**config.mk**
```make
export PLATFORM = sky130hd
export DESIGN_NAME = hsc_top
export DESIGN_NICKNAME = d
export VERILOG_FILES = /design/src/hdl/hsc_pkg.sv /design/src/hdl/hsc_sync.sv /design/src/hdl/hsc_warmup.sv /design/src/hdl/hsc_top.sv
export SDC_FILE = /design/constraint.sdc
export NUM_CORES = 1
export LEC_CHECK = 0
export BUFFER_PORTS_ARGS = -buffer_cell sky130_fd_sc_hd__buf_2
export CAP_MARGIN = 40
export CORE_MARGIN = 2
export CORE_UTILIZATION = 49
export DETAILED_ROUTE_END_ITERATION = 16
export GPL_ROUTABILITY_DRIVEN = 1
export PLACE_DENSITY = 0.86
export SLEW_MARGIN = 10
export SYNTH_ARGS = -nofsm -noshare
export SYNTH_HDL_FRONTEND = slang
export SYNTH_SLANG_ARGS = --single-unit
```
**constraint.sdc**
```tcl
create_clock -name core_clk -period 2.4 [get_ports core_clk]
set_clock_uncertainty 0.2 [all_clocks]
set_input_delay 0.48 -clock core_clk [delete_from_list [all_inputs] [get_ports core_clk]]
set_output_delay 0.48 -clock core_clk [all_outputs]
set_load 0.05 [all_outputs]
```
**src/hdl/hsc_pkg.sv**
```systemverilog
// Purpose: Shared constants for the halt and standby controller.
// Assumes: One 200 MHz core clock, synchronous active-high reset.
// Notes:   Register offsets are byte addresses on the plain register port.
package hsc_pkg;

   // Register map
   localparam logic [15:0] HSC_MODE_ADDR   = 16'hffd2;   // Halt / watchdog mode register
   localparam logic [15:0] HSC_FCLR_ADDR   = 16'hffc3;   // Request flag clear address
   localparam logic [15:0] HSC_CFG_ADDR    = 16'hffd1;   // Ext irq zero config register
   localparam logic [15:0] HSC_STAT_ADDR   = 16'hffc2;   // Request flag status (read)
   localparam logic [15:0] HSC_RXBUF_ADDR  = 16'hffeb;   // Serial receive buffer (read)

   // Field positions in the mode and config registers
   localparam int HSC_PIN_HOLD_BIT  = 0;   // Pin hold in stop
   localparam int HSC_SEL_LO_BIT    = 2;   // Standby select low
   localparam int HSC_SEL_HI_BIT    = 3;   // Standby select high
   localparam int HSC_WARM_BIT      = 4;   // Warm-up length select
   localparam int HSC_EDGE_BIT      = 0;   // Edge select in config register

   // Reset values
   localparam logic [7:0] HSC_MODE_RST = 8'h00;
   localparam logic [7:0] HSC_CFG_RST  = 8'h00;

   // Flag-clear codes (vector divided by eight)
   localparam logic [7:0] HSC_CLR_EXT0 = 8'h05;
   localparam logic [7:0] HSC_CLR_RX   = 8'h0e;

   // Request flag positions in the status byte
   localparam int HSC_ST_EXT0 = 0;
   localparam int HSC_ST_RX   = 1;

   // Warm-up lengths in oscillator periods
   localparam int HSC_WARM_SHORT = 16384;   // Two to the fourteenth
   localparam int HSC_WARM_LONG  = 65536;   // Two to the sixteenth
   localparam int HSC_CNT_W      = 17;

   // Standby modes
   typedef enum logic [1:0] {
      HSC_RUN   = 2'b00,
      HSC_STOP  = 2'b01,
      HSC_DEEP  = 2'b10,
      HSC_LIGHT = 2'b11
   } hsc_mode_t;

   // Controller states
   typedef enum logic [1:0] {
      HSC_S_ACTIVE = 2'b00,
      HSC_S_HALT   = 2'b01,
      HSC_S_WARM   = 2'b10
   } hsc_state_t;

endpackage

```
**src/hdl/hsc_sync.sv**
```systemverilog
// Purpose: Two-flop synchroniser for a single level.
// Assumes: Input comes from outside the core clock domain.
// Notes:   First stage feeds only the second stage.
`timescale 1ns/1ps
`default_nettype none
module hsc_sync (
   input  wire logic core_clk,   // Core clock
   input  wire logic rst,        // Synchronous reset
   input  wire logic async_in,   // Unsynchronised level
   output logic      sync_out    // Synchronised level
);
   logic meta_r;   // First stage, read only by second stage

   // Two stages to settle metastability
   always_ff @(posedge core_clk) begin
      if (rst) begin
         meta_r   <= 1'b0;
         sync_out <= 1'b0;
      end else begin
         meta_r   <= async_in;
         sync_out <= meta_r;
      end
   end
endmodule
`default_nettype wire

```
**src/hdl/hsc_warmup.sv**
```systemverilog
// Purpose: Oscillator warm-up counter for stop-mode exit.
// Assumes: Start is a one-cycle pulse; counts core clocks as oscillator periods.
// Notes:   Done pulses once when the chosen count has elapsed.
`timescale 1ns/1ps
`default_nettype none
module hsc_warmup #(
   parameter int SHORT_CNT = hsc_pkg::HSC_WARM_SHORT,   // Count with select clear
   parameter int LONG_CNT  = hsc_pkg::HSC_WARM_LONG     // Count with select set
) (
   input  wire logic core_clk,   // Core clock
   input  wire logic rst,        // Synchronous reset
   input  wire logic start,      // Begin counting
   input  wire logic long_sel,   // Pick the long count
   input  wire logic abort,      // Drop a running count
   output logic      busy,       // Counting in progress
   output logic      done        // One-cycle end pulse
);
   logic [hsc_pkg::HSC_CNT_W-1:0] cnt_r;     // Remaining periods
   logic [hsc_pkg::HSC_CNT_W-1:0] load_val;  // Chosen length
   logic                          last;      // Final period

   assign load_val = long_sel ? hsc_pkg::HSC_CNT_W'(LONG_CNT)
                              : hsc_pkg::HSC_CNT_W'(SHORT_CNT);
   assign last     = busy && (cnt_r == hsc_pkg::HSC_CNT_W'(1));

   // Load on start, count down, flag the end
   always_ff @(posedge core_clk) begin
      if (rst || abort) begin
         cnt_r <= '0;
         busy  <= 1'b0;
         done  <= 1'b0;
      end else if (start) begin
         cnt_r <= load_val;
         busy  <= 1'b1;
         done  <= 1'b0;
      end else begin
         cnt_r <= busy ? cnt_r - hsc_pkg::HSC_CNT_W'(1) : cnt_r;
         busy  <= busy && !last;
         done  <= last;
      end
   end
endmodule
`default_nettype wire

```
**src/hdl/hsc_top.sv**
```systemverilog
// Purpose: Halt and standby controller: mode register, wake logic, clock gates.
// Assumes: CPU gives a halt strobe; serial rx is a pulse, other irq lines are levels from peripherals on core_clk,
//          except ext irq zero and nmi, which arrive from pins.
// Notes:   Reset exits stop with no warm-up; the warm-up counts are parameters.
//
// Added by the designer: strobed register access.
`timescale 1ns/1ps
`default_nettype none
module hsc_top #(
   parameter int WARM_SHORT = hsc_pkg::HSC_WARM_SHORT,   // Short warm-up, cycles
   parameter int WARM_LONG  = hsc_pkg::HSC_WARM_LONG     // Long warm-up, cycles
) (
   input  wire logic        core_clk,        // Core clock
   input  wire logic        rst,             // Synchronous reset, active high
   // Register port
   input  wire logic [15:0] reg_addr,        // Byte address
   input  wire logic [7:0]  reg_wdata,       // Write data
   input  wire logic        reg_wr,          // Write strobe
   input  wire logic        reg_rd,          // Read strobe
   output logic      [7:0]  reg_rdata,       // Read data, cycle after strobe
   // CPU side
   input  wire logic        halt_req,        // Halt instruction strobe
   input  wire logic        irq_enabled,     // CPU interrupt enable state
   output logic             wake,            // Halt released, one cycle
   output logic             wake_service,    // Wake will be serviced
   output logic             halted,          // CPU held in halt
   // Interrupt sources
   input  wire logic        nmi_pin,         // Non-maskable request pin
   input  wire logic        ext_irq_zero,    // Ext irq zero pin
   input  wire logic        ext_irq_one,     // Ext irq one, same domain
   input  wire logic        watchdog_irq,    // Watchdog request
   input  wire logic        timer_irqs,      // Any timer request
   input  wire logic        serial_rx_irq,   // Receive complete pulse
   input  wire logic        serial_tx_irq,   // Transmit complete
   input  wire logic        irq_ack_ext0,    // CPU acknowledged ext zero
   // Clock and pin controls
   output logic             cpu_clk_en,      // CPU and general units clock
   output logic             timer_clk_en,    // Eight-bit timers clock
   output logic             serial_clk_en,   // Serial interface clock
   output logic             wdog_clk_en,     // Watchdog clock
   output logic             osc_run,         // Oscillator enabled
   output logic             clk_pin_high,    // Force clock output pin to one
   output logic             pins_float,      // Put ordinary pins in high impedance
   output logic             pins_hold        // Freeze output pins at pre-halt levels
);
   // Registers
   logic [7:0]             mode_r;      // Mode register
   logic [7:0]             cfg_r;       // Ext irq zero config
   logic                   ext0_flag_r; // Ext zero edge request latch
   logic                   rx_flag_r;   // Serial receive request
   logic                   ext0_prev_r; // Previous synchronised ext zero
   logic                   nmi_prev_r;  // Previous synchronised nmi
   hsc_pkg::hsc_state_t    state_r;     // Controller state
   hsc_pkg::hsc_state_t    state_nxt;
   hsc_pkg::hsc_mode_t     halt_mode_r; // Mode latched at halt entry

   // Synchronised pins
   logic ext0_s;
   logic nmi_s;

   hsc_sync u_sync_ext0 (
      .core_clk (core_clk),
      .rst      (rst),
      .async_in (ext_irq_zero),
      .sync_out (ext0_s)
   );

   hsc_sync u_sync_nmi (
      .core_clk (core_clk),
      .rst      (rst),
      .async_in (nmi_pin),
      .sync_out (nmi_s)
   );

   // Field decode
   hsc_pkg::hsc_mode_t sel_mode;
   logic               edge_mode;
   logic               hold_en;
   logic               warm_long;
   assign sel_mode  = hsc_pkg::hsc_mode_t'({mode_r[hsc_pkg::HSC_SEL_HI_BIT],
                                            mode_r[hsc_pkg::HSC_SEL_LO_BIT]});
   assign edge_mode = cfg_r[hsc_pkg::HSC_EDGE_BIT];
   assign hold_en   = mode_r[hsc_pkg::HSC_PIN_HOLD_BIT];
   assign warm_long = mode_r[hsc_pkg::HSC_WARM_BIT];

   // Address decode
   logic wr_mode;
   logic wr_cfg;
   logic wr_fclr;
   logic rd_rxbuf;
   assign wr_mode  = reg_wr && (reg_addr == hsc_pkg::HSC_MODE_ADDR);
   assign wr_cfg   = reg_wr && (reg_addr == hsc_pkg::HSC_CFG_ADDR);
   assign wr_fclr  = reg_wr && (reg_addr == hsc_pkg::HSC_FCLR_ADDR);
   assign rd_rxbuf = reg_rd && (reg_addr == hsc_pkg::HSC_RXBUF_ADDR);

   // Ext zero request: edge mode uses the latch, level mode reads the pin
   logic ext0_rise;
   logic ext0_req;
   logic ext0_clr;
   logic to_level;
   assign ext0_rise = ext0_s && !ext0_prev_r;
   assign to_level  = wr_cfg && edge_mode && !reg_wdata[hsc_pkg::HSC_EDGE_BIT];
   assign ext0_clr  = (wr_fclr && (reg_wdata == hsc_pkg::HSC_CLR_EXT0)) || irq_ack_ext0;
   assign ext0_req  = edge_mode ? ext0_flag_r : ext0_s;

   // Nmi is a falling-edge request
   logic nmi_req;
   assign nmi_req = !nmi_s && nmi_prev_r;

   // Wake source selection per latched mode
   logic any_maskable;
   logic deep_sources;
   logic wake_hit;
   logic maskable_hit;
   logic deep_or_stop;
   assign deep_or_stop = (halt_mode_r == hsc_pkg::HSC_DEEP) ||
                         (halt_mode_r == hsc_pkg::HSC_STOP);
   // Watchdog never wakes deep idle or stop
   assign any_maskable = ext0_req || ext_irq_one || watchdog_irq || timer_irqs ||
                         rx_flag_r || serial_tx_irq;
   assign deep_sources = ext0_req;
   assign maskable_hit = deep_or_stop ? deep_sources : any_maskable;
   assign wake_hit     = nmi_req || maskable_hit;

   // Stop warm-up
   logic warm_start;
   logic warm_done;
   logic warm_busy;
   assign warm_start = (state_r == hsc_pkg::HSC_S_HALT) && wake_hit &&
                       (halt_mode_r == hsc_pkg::HSC_STOP);

   hsc_warmup #(
      .SHORT_CNT (WARM_SHORT),
      .LONG_CNT  (WARM_LONG)
   ) u_warm (
      .core_clk (core_clk),
      .rst      (rst),
      .start    (warm_start),
      .long_sel (warm_long),
      .abort    (1'b0),
      .busy     (warm_busy),
      .done     (warm_done)
   );

   // Next state
   always_comb begin
      state_nxt = state_r;
      case (state_r)
         hsc_pkg::HSC_S_ACTIVE: begin
            // A pending flag ends the halt at once
            if (halt_req && !wake_hit) begin
               state_nxt = hsc_pkg::HSC_S_HALT;
            end
         end
         hsc_pkg::HSC_S_HALT: begin
            // Requests sampled every core clock edge
            if (wake_hit && (halt_mode_r == hsc_pkg::HSC_STOP)) begin
               state_nxt = hsc_pkg::HSC_S_WARM;
            end else if (wake_hit) begin
               state_nxt = hsc_pkg::HSC_S_ACTIVE;   // Clock-aligned resume
            end
         end
         hsc_pkg::HSC_S_WARM: begin
            if (warm_done) begin
               state_nxt = hsc_pkg::HSC_S_ACTIVE;
            end
         end
         default: begin
            state_nxt = hsc_pkg::HSC_S_ACTIVE;
         end
      endcase
   end

   // Wake pulse: immediate on a pending flag, on release, or after warm-up
   logic wake_nxt;
   logic wake_srv_nxt;
   assign wake_nxt = ((state_r == hsc_pkg::HSC_S_ACTIVE) && halt_req && wake_hit) ||
                     ((state_r == hsc_pkg::HSC_S_HALT) && wake_hit &&
                      (halt_mode_r != hsc_pkg::HSC_STOP)) ||
                     warm_done;
   // Serviced only when nmi or interrupts enabled; flags stay otherwise
   // A stop wake uses the decision kept at warm-up start: the nmi pulse is gone by then
   logic warm_srv_r;   // Stop wake to be serviced
   assign wake_srv_nxt = wake_nxt && (warm_done ? warm_srv_r : (nmi_req || irq_enabled));

   // Per-mode gating while halted or warming
   logic in_halt;
   logic gate_all;
   logic gate_light;
   assign in_halt    = (state_nxt != hsc_pkg::HSC_S_ACTIVE);
   assign gate_all   = in_halt && (halt_mode_r != hsc_pkg::HSC_RUN);
   assign gate_light = in_halt && deep_or_stop;

   // Register read mux
   logic [7:0] rd_val;
   assign rd_val = (reg_addr == hsc_pkg::HSC_MODE_ADDR) ? mode_r :
                   (reg_addr == hsc_pkg::HSC_CFG_ADDR)  ? cfg_r  :
                   (reg_addr == hsc_pkg::HSC_STAT_ADDR) ?
                      {6'h00, rx_flag_r, ext0_req} : 8'h00;

   // Mode and config registers; reset to RUN, hold and warm clear
   always_ff @(posedge core_clk) begin
      if (rst) begin
         mode_r <= hsc_pkg::HSC_MODE_RST;
         cfg_r  <= hsc_pkg::HSC_CFG_RST;
      end else begin
         mode_r <= wr_mode ? reg_wdata : mode_r;
         cfg_r  <= wr_cfg  ? reg_wdata : cfg_r;
      end
   end

   // Request flags; a set in the clear cycle wins
   always_ff @(posedge core_clk) begin
      if (rst) begin
         ext0_flag_r <= 1'b0;
         rx_flag_r   <= 1'b0;
         ext0_prev_r <= 1'b0;
         nmi_prev_r  <= 1'b0;
      end else begin
         ext0_prev_r <= ext0_s;
         nmi_prev_r  <= nmi_s;
         if (edge_mode && ext0_rise) begin
            ext0_flag_r <= 1'b1;
         end else if (to_level || ext0_clr) begin
            ext0_flag_r <= 1'b0;
         end
         // Receive flag ignores flag-clear writes
         if (serial_rx_irq) begin
            rx_flag_r <= 1'b1;
         end else if (rd_rxbuf) begin
            rx_flag_r <= 1'b0;
         end
      end
   end

   // State and latched halt mode; reset leaves stop with no warm-up
   always_ff @(posedge core_clk) begin
      if (rst) begin
         state_r     <= hsc_pkg::HSC_S_ACTIVE;
         halt_mode_r <= hsc_pkg::HSC_RUN;
      end else begin
         state_r     <= state_nxt;
         halt_mode_r <= (state_r == hsc_pkg::HSC_S_ACTIVE) ? sel_mode : halt_mode_r;
      end
   end

   // Service decision latched as the warm-up starts
   always_ff @(posedge core_clk) begin
      if (rst) begin
         warm_srv_r <= 1'b0;
      end else if (warm_start) begin
         warm_srv_r <= nmi_req || irq_enabled;
      end
   end

   // CPU-facing outputs and read data
   always_ff @(posedge core_clk) begin
      if (rst) begin
         wake         <= 1'b0;
         wake_service <= 1'b0;
         halted       <= 1'b0;
         reg_rdata    <= 8'h00;
      end else begin
         wake         <= wake_nxt;
         wake_service <= wake_srv_nxt;
         halted       <= in_halt;
         reg_rdata    <= reg_rd ? rd_val : 8'h00;
      end
   end

   // Clock and pin controls, all registered
   always_ff @(posedge core_clk) begin
      if (rst) begin
         cpu_clk_en    <= 1'b1;
         timer_clk_en  <= 1'b1;
         serial_clk_en <= 1'b1;
         wdog_clk_en   <= 1'b1;
         osc_run       <= 1'b1;
         clk_pin_high  <= 1'b0;
         pins_float    <= 1'b0;
         pins_hold     <= 1'b0;
      end else begin
         cpu_clk_en    <= !gate_all;
         timer_clk_en  <= !gate_light;
         serial_clk_en <= !gate_light;
         // Watchdog runs in deep idle, stops in stop
         wdog_clk_en   <= !(in_halt && halt_mode_r == hsc_pkg::HSC_STOP);
         // Oscillator restarts as warm-up begins
         osc_run       <= !((state_nxt == hsc_pkg::HSC_S_HALT) &&
                            (halt_mode_r == hsc_pkg::HSC_STOP));
         clk_pin_high  <= gate_light && (halt_mode_r == hsc_pkg::HSC_DEEP);
         // Stop floats pins unless hold is set
         pins_float    <= in_halt && (halt_mode_r == hsc_pkg::HSC_STOP) && !hold_en;
         pins_hold     <= in_halt && (halt_mode_r == hsc_pkg::HSC_STOP) && hold_en;
      end
   end

endmodule
`default_nettype wire

```
Word level (Yosys, flattened, before mapping)
Index checks and enable logic that the tools add are counted.
- register bits after elaboration: 66
- bits of input ports: 38
- output and inout bits: 19
- word-level logic and storage cells: 118
- $add $sub $neg: 1
- equality and inequality tests: 13
- mux-type cells: 19
- bitwise operators: 1
- reductions and logical operators: 57
- operator list (kind ; number):
    $eq A16 B16 Y1 const B ; 5
    $mux W17 ; 3
    $logic_and A1 B1 Y1 ; 27
    $eq A17 B1 Y1 const B ; 1
    $sub A17 B1 Y17 const B ; 1
    $mux W8 ; 2
    $logic_or A1 B1 Y1 ; 12
    $logic_not A1 Y1 ; 10
    $mux W2 ; 5
    $reduce_bool A2 Y1 ; 5
    $eq A8 B3 Y1 const B ; 1
    $mux W1 ; 8
    $eq A2 B1 Y1 const B ; 3
    $pmux W2 S3 ; 1
    $eq A2 B2 Y1 const B ; 2
    $reduce_or A2 Y1 ; 2
    $logic_not A2 Y1 ; 1
    $ne A2 B1 Y1 const B ; 1
    $not A1 Y1 ; 1

Longest topological paths before layout
- word-level depth: 15
- gate-level depth with buffers: 7
- mapped depth without buffers: 7

Modules after synthesis
Synthesis repeated with hierarchy kept, for this count alone.
- cells, all modules: 318
- area total of the unflattened synthesis: 2885.3 µm²
- by module, submodules not included (module ; times used ; cells an instance ; area each (µm²) ; seq. area each (µm²)):
    hsc_top ; 1 ; 204 ; 1838.0 ; 860.8
    hsc_warmup ; 1 ; 106 ; 942.2 ; 380.4
    hsc_sync ; 2 ; 4 ; 52.6 ; 40.0

Least setup slack after synthesis
No wires, ideal clock.
- kind: flip-flop to flip-flop
- start: reg u_warm.cnt_r[4] in the netlist's numbering
- end: reg u_warm.cnt_r[15] in the netlist's numbering
- library setup time: 0.059 ns
- data arrival time: 2.213 ns
- data required time: 2.141 ns
- slack: -0.072 ns
- cell stages (with the launch flop): 6
- path buffers: 0
- period minus slack after synthesis: 2.472 ns
- path through: dfxtp_1 or4_4 or3_4 or4_4 or4_1 nand2_1
- word-level cells in the longest chain between the ends: 3
- RTL lines (item ; RTL line ; text):
    from (decl) ; hsc_warmup.sv:18 ; logic [hsc_pkg::HSC_CNT_W-1:0] cnt_r;
    from (signal assigned) ; hsc_warmup.sv:33 ; cnt_r <= load_val;
    from (signal assigned) ; hsc_warmup.sv:37 ; cnt_r <= busy ? cnt_r - hsc_pkg::HSC_CNT_W'(1) : cnt_r;
    $sub A17 B1 Y17 ; hsc_warmup.sv:37 ;
    $mux W17 ; hsc_warmup.sv:37 ;
    $mux W17 ; hsc_warmup.sv:32 ; end else if (start) begin
Every way passes these cells. The select of a mux whose other input is x is not followed.
A chain may end at the register's enable or synchronous reset.

Worst setup path after layout
- start: reg u_warm.cnt_r[7] in the netlist's numbering
- end: reg u_warm.cnt_r[15] in the netlist's numbering
The elaborated chain is that of the path after synthesis.

==> results.md <==
* Status: finished with violations
* Failing checks: setup timing
* Top-level I/O count at 57
* # Max-Cap Violations at 0
* PD cells at 687.3 nW/um2
* Post-synthesis register bit count at 66
* Cts bufs inserted at 9
* Vias in the first global route at 2530
* Crit path kind: reg2reg
* Routed Antenna Nets at 0
* Ys async rst share at 0
* Final setup fails at 1
* Multi-input logic area at 1415 um2
* Number of synthesized flops with an enable pin at 0
* DRT Pass-1 Iters at 4
* Fill count at 445
* Vias per Instance at around 5.6
* HP Class: in2reg
* Mux contribution to synthesized area at 0.01817
* DR iter-0 viols at about 210
* Post-synthesis sequential area ratio at 0.4798
* Final Non-Filler Cells at roughly 470
* Number of warnings issued by yosys at 0
* Share of post-route cells with drive strength above 1 at 0.3073
* Syn Nets at between 300 and 400
* Placed cell count at about 450
* Buffer and inverter count on the worst path at 0
* Largest family of logic cells by synthesized area: simple AND/OR/NAND/NOR gates
* Delay-heaviest family, CP: simple AND/OR/NAND/NOR gates
* Reg clk slew, reported paths at 0.08 ns
* Initial antenna violation count at 0
* Library cells used by synthesis at 47
* Slowest CP cell: or4_4
* First-pass GRT wire length at 11590 um
* FF+latch area at 1325 um2
* Fmax at just over 400 MHz
* Fin. Hold Viols at 0
* Worst rel slew slack at 0.6409
* Ys flop type: dfxtp_1
* Final Wtd Congestion at about 0.90
* Slew @ Worst Pin at 0.5337 ns
* Xor-xnor portion of the synthesized cell area at 0.01272
* Most used cell, CP: or4_4
* Fin worst setup slack at -0.03667 ns
* Die Wd at just under 80 um
* Fin Hold WS at roughly 0.13 ns
* Drc violations at 0
* DP Wirelength at 4921 um
* Clk root buf: clkbuf_8
* Grt total ovfl at 0
* Leakage at 0.001476 uW
* Initial core utilization at 0.5032
* Worst-skew pair later-pin latency at 0.35 ns
* Tot GR Track Use at 0.2394
* CP Cell Sequence: or4_4 -> or3_4 -> or4_4 -> or4_4 -> nand2_2
* Synth Area in Adders at 0.02272
* Htree depth at 3
* Crit path largest cell delay at 0.52 ns
* Buffers added on ports at 56
* Startpoint types: flop
* Setup TNS at -0.03667 ns
* RSZ-0062 raised after global routing: true
* Final worst path period share at 1.015
* Layout Nets at 435
* Area delta synth->final at 30.99%
* TritonCTS Sinks at 66
* Core Rows at 27
* Clock Tree Buf Depth at 2
* Number of cells on the critical path at 5
* Crit path arrival time at 2.54 ns
* DR vias at 2648
* Chip height at 78.97 um
* Simple-Gate Fraction of Synth Area at 0.2740
* Inserted Diodes at 0
* Worst vdd ir at around 0.45 mV
* Largest net degree at the start of global routing at 22
* DR WL/cell at 15.25 um
* Syn Area/Cell at 8.855 um2
* Post-Route WL at 7152 um
* Worst path required time at 2.50 ns
* Slew Limit Fails at 0
* Cells after synthesis at 311
* Core area at 5473 um2
* Crit path max fanout at 2
* CTS tree: done
* Worst setup EP type: flop
* Die Area at 6235 um2
* Compound-Gate Fraction of Synth Area at 0.1586
* Minimum clock period at 2.437 ns
* Hold Path Stages at 2
* R2r worst-path depth at 5
* Mapped cell area at 2754 um2
-- what timing repair did --
action	4_1_cts	5_1_grt
hold buffers	0	0
pin swaps	0	1
endpoints found under the setup margin	2	7
setup buffers	0	2
endpoints found under the hold margin	0	0
resized for setup	1	15
-- routing by layer --
metal  track usage  up-vias  routed length (um)
met2        0.4008      108                3529
met4        0.1259        0                 214
met5             0        -                   0
met3       0.06136       20                 529
met1        0.2813     1230                2879
li1              -     1290                   -
-- where the power goes --
| group | total, uW | internal [uW] | leakage, uW | switching, uW |
|---|---|---|---|---|
| Clock | 1270 | 827 | 0.000137 | 447 |
| Sequential | 1110 | 1100 | 0.000535 | 3.54 |
| Combinational | 101 | 42.9 | 0.000804 | 58.1 |
-- per-stage QoR --
stage                     power (uW)  cell area, um2  utilization  setup slack, ns
after floorplan                 1172            2759            -         -0.03473
after global placement          1225            3248       0.5935         -0.01343
after detailed placement        1228            3248       0.5935         -0.07293
after CTS                       2480            3527       0.6445        -0.009823
after global routing            2530            3607       0.6591         -0.08585
final                           2479            3607       0.6591         -0.03667
-- final cells by class --
cell class,count,share of cell area
multi-input cells,225,0.3923
inverters,9,0.009365
clock buffers,10,0.03815
repair buffers,81,0.1297
well taps,72,0.02497
clock inverters,6,0.03815
flip-flops and latches,66,0.3673
-- logic make-up (layout without fill, tap and decap cells) --
kind of cell	Yosys count	after routing
simple gates	140	140
compound gates	71	71
flops	66	66
buf+inv	20	106
fa+ha+maj	5	5
mux	5	5
xor+xnor	4	4
-- final timing paths --
check / to / from / slack (ns)
setup / recovery: u_warm.cnt_r[15] / u_warm.cnt_r[7] / -0.04
hold / removal: u_sync_nmi.meta_r / nmi_pin / 0.13
setup reg to reg: u_warm.cnt_r[15] / u_warm.cnt_r[7] / -0.04
hold reg to reg: u_sync_nmi.sync_out / u_sync_nmi.meta_r / 0.24
-- worst reg2reg max path: cells and delay by family (launching register included) --
kind / cells / cell delay, ns
and+or+nand+nor: 5 / 1.87
DFF: 1 / 0.32
-- registers in the layout, summed over array words and instances, names as in the netlist, 2 cells and up --
signal and count:
u_warm.cnt_r 17, cfg_r 8, mode_r 8, reg_rdata 8, halt_mode_r 2, state_r 2
-- synth_stat cells, drive strengths merged (3+ instances only) --
cell type   n  area [um2]
nand2      31       116.4
ha          5       62.56
and3        7       43.79
nor3        7       35.03
a21oi      32       160.2
nand2b      8       50.05
mux2i       5       50.05
xnor2       3       26.28
clkbuf      8       30.03
nor4        9       56.30
nor2       26       97.59
or3         8       60.06
a211oi      4       30.03
or4         9       80.07
dfxtp      66        1321
nor2b       8       50.05
nand4       4       25.02
nand3      14       70.07
a22oi       6       45.04
o21ai      12       60.06
inv         9       33.78
o31ai       3       22.52
buf         3       30.03
-- layout by cell type (no fill, tap or decap), types with 3 or more instances in the layout --
cell	instances
dfxtp_1	63
buf_2	56
a21oi_1	31
nand2_1	30
nor2_1	26
buf_4	25
nand3_1	14
o21ai_0	11
clkbuf_8	10
inv_1	8
nand2b_1	8
nor4_1	8
nor2b_1	8
nor3_1	7
and3_1	7
a22oi_1	6
mux2i_1	5
nand4_1	4
or4_2	4
bufinv_16	4
or4_4	3
xnor2_1	3
a211oi_1	3
or3_1	3
o31ai_1	3
or3_2	3
ha_1	3
dfxtp_2	3
(Power assumes the default switching activity.)
